## src/logic/cic_regs.svh

```systemverilog
// register offsets, field positions, reset values and counts for the interrupt control block
// Summary of operation
// - interrupt control register is read/write and answers at 0x0b and 0x8b alike
// - register holds enable and flag for timer overflow, port change, external pin
// - port change and external pin requests are routed through this register with timer
// - a source sets its flag whenever its event occurs, regardless of any enable
// - at reset bits 7..1 are zero; bit 0 (port change flag) is undefined, here reset to zero as well
`ifndef CIC_REGS_SVH
`define CIC_REGS_SVH

`define CIC_ADDR_W        8
`define CIC_DATA_W        8
`define CIC_ADDR_CTRL_LO  8'h0b
`define CIC_ADDR_CTRL_HI  8'h8b
`define CIC_ADDR_STAT     8'h40
`define CIC_ADDR_CLR      8'h41
`define CIC_ADDR_EN       8'h42

`define CIC_B_GLOBAL_EN   7
`define CIC_B_PERIPH_EN   6
`define CIC_B_TMR_EN      5
`define CIC_B_EXT_EN      4
`define CIC_B_PORT_EN     3
`define CIC_B_TMR_FLAG    2
`define CIC_B_EXT_FLAG    1
`define CIC_B_PORT_FLAG   0

`define CIC_CTRL_RESET    8'h00
`define CIC_EVT_N         4
`define CIC_EVT_RESET     4'h0
`define CIC_E_TMR         0
`define CIC_E_EXT         1
`define CIC_E_PORT        2
`define CIC_E_REQ         3
`define CIC_SYNC_STAGES   2

`endif

```

## src/logic/cic_pkg.sv

```systemverilog
// types shared by the interrupt control block
package cic_pkg;
	typedef enum logic [2:0] {
		CIC_SEL_NONE,
		CIC_SEL_CTRL,
		CIC_SEL_STAT,
		CIC_SEL_CLR,
		CIC_SEL_EN
	} cic_sel_t;
endpackage

```

## src/logic/cic_evt_status.sv

```systemverilog
// sticky event status bits with write-one-to-clear, set wins over clear
`timescale 1ns/10ps
module cic_evt_status
	import cic_pkg::*;
#(
	parameter int N = 4
)(
	input  wire logic         clk,
	input  wire logic         rstn,
	input  wire logic [N-1:0] set,
	input  wire logic [N-1:0] clr,
	output logic      [N-1:0] status
);
	genvar i;
	// a clear and an event in the same cycle leave the bit set
	generate
		for (i = 0; i < N; i++)
		begin : g_bit
			logic bit_r;
			logic bit_nxt;
			assign bit_nxt = set[i] | (bit_r & ~clr[i]);
			always_ff @(posedge clk or negedge rstn)
			begin
				if (!rstn)
					bit_r <= 1'b0;
				else
					bit_r <= bit_nxt;
			end
			assign status[i] = bit_r;
		end
	endgenerate
endmodule // cic_evt_status

```

## src/logic/cic_pin_sync.sv

```systemverilog
// two-stage synchroniser with edge detector for the external interrupt pin
`timescale 1ns/10ps
module cic_pin_sync
	import cic_pkg::*;
#(
	parameter bit RISING = 1'b1
)(
	input  wire logic clk,
	input  wire logic rstn,
	input  wire logic pin,
	output logic      edge_pulse
);
	logic meta_r;
	logic sync_r;
	logic last_r;

	// meta_r feeds only sync_r; the edge detector looks at later stages
	always_ff @(posedge clk or negedge rstn)
	begin
		if (!rstn)
		begin
			meta_r <= 1'b0;
			sync_r <= 1'b0;
			last_r <= 1'b0;
		end
		else
		begin
			meta_r <= pin;
			sync_r <= meta_r;
			last_r <= sync_r;
		end
	end

	// one-cycle pulse on the selected edge
	assign edge_pulse = RISING ? (sync_r & ~last_r) : (~sync_r & last_r);
endmodule // cic_pin_sync

```

## src/logic/cic_top.sv

```systemverilog
// interrupt control register with request combiner and event status block
`timescale 1ns/10ps
`include "cic_regs.svh"
module cic_top
	import cic_pkg::*;
#(
	parameter bit EXT_RISING = 1'b1
)(
	input  wire logic                    CLK,
	input  wire logic                    RSTN,
	input  wire logic [`CIC_ADDR_W-1:0]  ADDR,
	input  wire logic [`CIC_DATA_W-1:0]  WDATA,
	input  wire logic                    WR,
	input  wire logic                    RD,
	output logic      [`CIC_DATA_W-1:0]  RDATA,
	input  wire logic                    TMR_OVF,
	input  wire logic                    PORT_CHANGE,
	input  wire logic                    EXT_PIN,
	input  wire logic                    PERIPH_REQ,
	output logic                         CORE_REQ,
	output logic                         IRQ
);
	// reset release synchroniser
	logic rst_meta_r;
	logic rstn_s;

	// registers
	logic [`CIC_DATA_W-1:0] ctrl_r;
	logic [`CIC_DATA_W-1:0] ctrl_nxt;
	logic [`CIC_EVT_N-1:0]  evt_en_r;
	logic [`CIC_EVT_N-1:0]  evt_en_nxt;
	logic [`CIC_DATA_W-1:0] rdata_r;
	logic [`CIC_DATA_W-1:0] rdata_nxt;
	logic                   req_r;
	logic                   req_nxt;

	// decode and event wires
	cic_sel_t               wr_sel;
	cic_sel_t               rd_sel;
	logic                   wr_ctrl;
	logic                   wr_clr;
	logic                   wr_en;
	logic                   ext_edge;
	logic [`CIC_DATA_W-1:0] flag_set;
	logic [`CIC_DATA_W-1:0] flag_mask;
	logic [`CIC_EVT_N-1:0]  evt_set;
	logic [`CIC_EVT_N-1:0]  evt_clr;
	logic [`CIC_EVT_N-1:0]  evt_stat;
	logic [`CIC_DATA_W-1:0] rd_value;

	// field views of the control register
	logic global_irq_enable;
	logic peripheral_group_enable;
	logic timer_overflow_enable;
	logic external_pin_enable;
	logic port_change_enable;
	logic timer_overflow_flag;
	logic external_pin_irq_flag;
	logic port_change_flag;

	// address decode shared by the read and write paths
	function automatic cic_sel_t cic_decode(input logic [`CIC_ADDR_W-1:0] a);
		cic_sel_t s;
		s = CIC_SEL_NONE;
		if (a == `CIC_ADDR_CTRL_LO || a == `CIC_ADDR_CTRL_HI)
			s = CIC_SEL_CTRL;
		else if (a == `CIC_ADDR_STAT)
			s = CIC_SEL_STAT;
		else if (a == `CIC_ADDR_CLR)
			s = CIC_SEL_CLR;
		else if (a == `CIC_ADDR_EN)
			s = CIC_SEL_EN;
		return s;
	endfunction

	// the rest of the design sees reset leave only on a clock edge
	always_ff @(posedge CLK or negedge RSTN)
	begin
		if (!RSTN)
		begin
			rst_meta_r <= 1'b0;
			rstn_s     <= 1'b0;
		end
		else
		begin
			rst_meta_r <= 1'b1;
			rstn_s     <= rst_meta_r;
		end
	end

	// external pin passes two flops before the edge detector
	cic_pin_sync #(
		.RISING (EXT_RISING)
	) u_ext_sync (
		.clk        (CLK),
		.rstn       (rstn_s),
		.pin        (EXT_PIN),
		.edge_pulse (ext_edge)
	);

	// bus decode
	assign wr_sel  = WR ? cic_decode(ADDR) : CIC_SEL_NONE;
	assign rd_sel  = RD ? cic_decode(ADDR) : CIC_SEL_NONE;
	assign wr_ctrl = (wr_sel == CIC_SEL_CTRL);
	assign wr_clr  = (wr_sel == CIC_SEL_CLR);
	assign wr_en   = (wr_sel == CIC_SEL_EN);

	// field views
	assign global_irq_enable       = ctrl_r[`CIC_B_GLOBAL_EN];
	assign peripheral_group_enable = ctrl_r[`CIC_B_PERIPH_EN];
	assign timer_overflow_enable   = ctrl_r[`CIC_B_TMR_EN];
	assign external_pin_enable     = ctrl_r[`CIC_B_EXT_EN];
	assign port_change_enable      = ctrl_r[`CIC_B_PORT_EN];
	assign timer_overflow_flag     = ctrl_r[`CIC_B_TMR_FLAG];
	assign external_pin_irq_flag   = ctrl_r[`CIC_B_EXT_FLAG];
	assign port_change_flag        = ctrl_r[`CIC_B_PORT_FLAG];

	// source events land in their flags with no regard to any enable
	always_comb
	begin
		flag_set = '0;
		flag_set[`CIC_B_TMR_FLAG]  = TMR_OVF;
		flag_set[`CIC_B_EXT_FLAG]  = ext_edge;
		flag_set[`CIC_B_PORT_FLAG] = PORT_CHANGE;
	end

	// a write replaces the register, but an event in the same cycle still sets its flag;
	// flags otherwise hold until software writes them
	assign flag_mask = flag_set;
	assign ctrl_nxt  = (wr_ctrl ? WDATA : ctrl_r) | flag_mask;

	// request combiner: peripheral group only counts with its own enable
	assign req_nxt = global_irq_enable &
		((timer_overflow_enable & timer_overflow_flag) |
		 (external_pin_enable & external_pin_irq_flag) |
		 (port_change_enable & port_change_flag) |
		 (peripheral_group_enable & PERIPH_REQ));

	// control register and request flop; bit 0 resets to zero as a safe pick
	always_ff @(posedge CLK or negedge rstn_s)
	begin
		if (!rstn_s)
		begin
			ctrl_r <= `CIC_CTRL_RESET;
			req_r  <= 1'b0;
		end
		else
		begin
			ctrl_r <= ctrl_nxt;
			req_r  <= req_nxt;
		end
	end

	assign CORE_REQ = req_r;

	// event status: source flag sets and the rise of the core request
	always_comb
	begin
		evt_set = '0;
		evt_set[`CIC_E_TMR]  = TMR_OVF;
		evt_set[`CIC_E_EXT]  = ext_edge;
		evt_set[`CIC_E_PORT] = PORT_CHANGE;
		evt_set[`CIC_E_REQ]  = req_nxt & ~req_r;
	end

	assign evt_clr    = wr_clr ? WDATA[`CIC_EVT_N-1:0] : '0;
	assign evt_en_nxt = wr_en ? WDATA[`CIC_EVT_N-1:0] : evt_en_r;

	cic_evt_status #(
		.N (`CIC_EVT_N)
	) u_evt (
		.clk    (CLK),
		.rstn   (rstn_s),
		.set    (evt_set),
		.clr    (evt_clr),
		.status (evt_stat)
	);

	// status enable register
	always_ff @(posedge CLK or negedge rstn_s)
	begin
		if (!rstn_s)
			evt_en_r <= `CIC_EVT_RESET;
		else
			evt_en_r <= evt_en_nxt;
	end

	// level interrupt while any enabled status bit is set
	assign IRQ = |(evt_stat & evt_en_r);

	// read mux; clear register is write-only and unmapped addresses read zero
	always_comb
	begin
		rd_value = '0;
		if (rd_sel == CIC_SEL_CTRL)
			rd_value = ctrl_r;
		else if (rd_sel == CIC_SEL_STAT)
			rd_value[`CIC_EVT_N-1:0] = evt_stat;
		else if (rd_sel == CIC_SEL_EN)
			rd_value[`CIC_EVT_N-1:0] = evt_en_r;
	end

	// read data stand only in the cycle after the strobe, zero otherwise
	assign rdata_nxt = RD ? rd_value : '0;

	always_ff @(posedge CLK or negedge rstn_s)
	begin
		if (!rstn_s)
			rdata_r <= '0;
		else
			rdata_r <= rdata_nxt;
	end

	assign RDATA = rdata_r;
endmodule // cic_top

```

## config.mk

```make
export PLATFORM = sky130hd
export DESIGN_NAME = cic_top
export DESIGN_NICKNAME = d
export VERILOG_FILES = /design/src/logic/cic_pkg.sv /design/src/logic/cic_evt_status.sv /design/src/logic/cic_pin_sync.sv /design/src/logic/cic_top.sv
export VERILOG_INCLUDE_DIRS = /design/src /design/src/logic
export SDC_FILE = /design/constraint.sdc
export NUM_CORES = 1
export LEC_CHECK = 0
export ABC_AREA = 1
export BUFFER_PORTS_ARGS = -buffer_cell sky130_fd_sc_hd__buf_2
export CORE_ASPECT_RATIO = 0.9
export CORE_MARGIN = 1
export CORE_UTILIZATION = 45
export DETAILED_ROUTE_END_ITERATION = 7
export PLACE_DENSITY = 0.67
export SYNTH_ARGS = -nofsm -noshare
export SYNTH_HDL_FRONTEND = slang
export SYNTH_SLANG_ARGS = --single-unit
```

## constraint.sdc

```tcl
create_clock -name CLK -period 1.8 [get_ports CLK]
set_clock_uncertainty 0.05 [all_clocks]
set_input_delay 0.36 -clock CLK [delete_from_list [all_inputs] [get_ports CLK]]
set_output_delay 0.36 -clock CLK [all_outputs]
set_load 0.01 [all_outputs]
```

==> metrics.md <==
| Metric | Value |
|---|---|
| Status | finished, final reports clean |
| Synth Flop Type | dfrtp_1 |
| Clock sink total | 30 |
| Final period util | 0.839 |
| Synth top area cells | dfrtp_1, nand2_1, inv_1 |
| Int Pwr | roughly 0.95 mW |
| 1st-iter DRT viols | 29 |
| DIE WIDTH | 60.9 um |
| Simple-gate share of the synthesized area | 0.302 |
| Sequential share of power | 0.567 |
| Crit. End Element | primary output |
| Sequential fraction of the synthesis area | 0.535 |
| Worst path slowest cell | dfrtp_1 |
| Routed vias/inst | roughly 4.8 |
| Post-DP HPWL | 2320 um |
| Leakage | 0.943 nW |
| PwrDens | 761 nW/um^2 |
| Nets | 224 |
| Psw | 0.326 mW |
| Post-synthesis adder-cell area fraction | 0 |
| DRT Pass-1 Iters | 4 |
| Post-CTS Setup Bufs | 0 |
| Total number of vias | approximately 1.2k |
| Worst Hold Class | input pin to register |
| Synth warn | 0 |
| Clock Path Buffers | 2 |
| Multi-input logic area | around 530 sq um |
| R2r setup slk | 0.84 ns |
| Largest net degree at the start of global routing | 29 |
| Root Driver | clkbuf_4 |
| Number of diodes | 0 |
| Residual DRC | 0 |
| Family with the most delay on the worst path | flip-flops |
| Async set-reset flop share out of synthesis | 1.00 |
| Starting density of the core | 0.490 |
| Top-area cell type share of the netlist area | 0.535 |
| GR Util All Layers | 0.204 |
| Clk slew on worst S/H paths | 0.09 ns |
| Worst Setup Start Kind | register |
| Clock power share | 0.322 |
| Post-Syn Instances | 159 |
| Num rows | 18 |
| Syn Std Cell Area | 1400 sq um |
| Crit path largest cell delay | about 0.43 ns |
| Dpl cells | 232 |
| Core region area | 2860 sq um |
| Cell accounting for the most synthesized area | dfrtp_1 |
| Number of global-route vias before repair | 1114 |
| Area growth syn-to-layout | 19.4% |
| Final hold violation count | 0 |
| Max Slew Vio Count | 0 |
| Worst path buffer plus inverter count | 1 |
| Max-Cap Viols | 0 |
| Register area | roughly 750 sq um |
| Post-Synth XOR/XNOR Area | 0 |
| PortBufs | 33 |
| Worst-skew pair later-pin latency | 0.32 ns |
| PostCTS Resize Cnt | 0 |
| Die footprint | 3340 sq um |
| Crit path max fanout | 3 |
| Routed Antenna Nets | 0 |
| CTS tree | yes |
| RSZ-0062 raised after global routing | no |
| Number of antenna violations at the first check in global routing | 0 |
| Synth cell count leaders | nand2_1, dfrtp_1, inv_1 |
| Grt ovf | 0 |
| Crit path time final | 1.51 ns |
| Hold slack | 0.0881 ns |
| Wirelength per Cell | roughly 12 um |
| Worst Path Required | 1.39 ns |
| Most common cell in the synthesized netlist | nand2_1 |
| # IOs | 34 |
| Sw Ratio | 0.256 |
| Synthesized Nets | 183 |
| Fmax | 662 MHz |
| Number of synthesized flops with an enable pin | 0 |
| Logic pwr share | 0.111 |
| Fillers | 283 |
| Num CTS Buffers | 5 |
| Avg Cell Area, Syn | 8.82 sq um |
| Synth unique cells | 23 |
| Post-synthesis compound-gate area fraction | 0.0740 |
| CP Cell Sequence | nand2_1 > o2111ai_1 > buf_2 |
| Maximum vdd drop | 0.583 mV |
| Total wire length | 2850 um |
| First-pass GRT wire length | roughly 4800 um |
| Kind of critical path | register to primary output |
| Setup-failing EPs final | 0 |
| Die Y-Extent | 55.0 um |
| Proportion of synthesized area in mux cells | 0 |
| Synth Register Bits | 30 |
| Final non-filler cell total | 241 |
| Largest family of logic cells by synthesized area | simple AND/OR/NAND/NOR gates |
| Share of cells above drive strength 1 | 0.289 |
| H-tree lvl count | 2 |
| Routability Congestion | 0.920 |
| WP data arrival | 1.10 ns |
| Setup TNS | 0 ns |
flip-flops by register name, summed over array words and instances, names as in the netlist:
name	count
RDATA	8
ctrl_r	8
evt_en_r	4
u_evt.g_bit.bit_r	4
CORE_REQ	1
rst_meta_r	1
rstn_s	1
u_ext_sync.last_r	1
u_ext_sync.meta_r	1
u_ext_sync.sync_r	1
logic make-up (layout without fill, tap and decap cells):
group | after synthesis | after routing
simple gates | 85 | 85
flops | 30 | 30
compound gates | 15 | 15
other cells | 1 | 1
buf+inv | 28 | 70
power groups by stage:
stage / combinational (mW) / sequential (mW) / clock [mW]
CTS: 0.142 / 0.723 / 0.418
detailed placement: 0.140 / 0.737 / 0
global placement: 0.134 / 0.735 / 0
global route: 0.162 / 0.728 / 0.457
floorplan: 0.0698 / 0.742 / 0
finish: 0.141 / 0.723 / 0.410
final timing paths:
kind / startpoint / to / depth (start not counted)
worst max-delay path: u_evt.g_bit[3].bit_r / IRQ / 3
worst min-delay path: EXT_PIN / u_ext_sync.meta_r / 1
worst max register to register: ctrl_r[0] / u_evt.g_bit[3].bit_r / 4
worst min register to register: rstn_s / ctrl_r[5] / 1
max in group asynchronous: rstn_s / evt_en_r[2] / 1
min in group asynchronous: rstn_s / ctrl_r[5] / 1
cell usage in the layout, fill, tap and decap left out, drive strengths merged:
master and count:
nand2 51, dlygate4sd3 1, o2111ai 1, clkbuf 7, clkinv 1, nand4 3
conb 1, o31ai 1, buf 34, inv 27, o21ai 9, nor2 20
o21a 1, a41oi 1, nand3 11, dfrtp 30, o211ai 2
cell type report:
cell class / count / share of cell area
clock buffer: 7 / 0.0329
timing repair buffer: 35 / 0.109
clock inverter: 1 / 0.00299
multi-input combinational: 101 / 0.317
inverter: 27 / 0.0605
sequential: 30 / 0.448
tap: 40 / 0.0299
per-layer routing:
metal	global-route usage	part of all wire
met1	0.266	0.45
met2	0.319	0.48
met3	0.0628	0.064
met4	0.0833	0.014
met5	0	0
metrics by stage:
step           setup slack, ns  utilization  total power [mW]  area [sq um]
6_report                 0.290        0.586              1.27          1680
5_1_grt                  0.195        0.586              1.35          1680
4_1_cts                  0.284        0.586              1.28          1680
3_5_place_dp             0.233        0.561             0.877          1610
3_3_place_gp             0.335        0.561             0.869          1610
2_1_floorplan            0.583            -             0.812          1400
repair_timing:
item	in CTS	in global routing
endpoints found under the setup margin	0	0
hold endpoints to repair	2	0
hold buffers	1	0
Power figures use the tool's default switching activity.
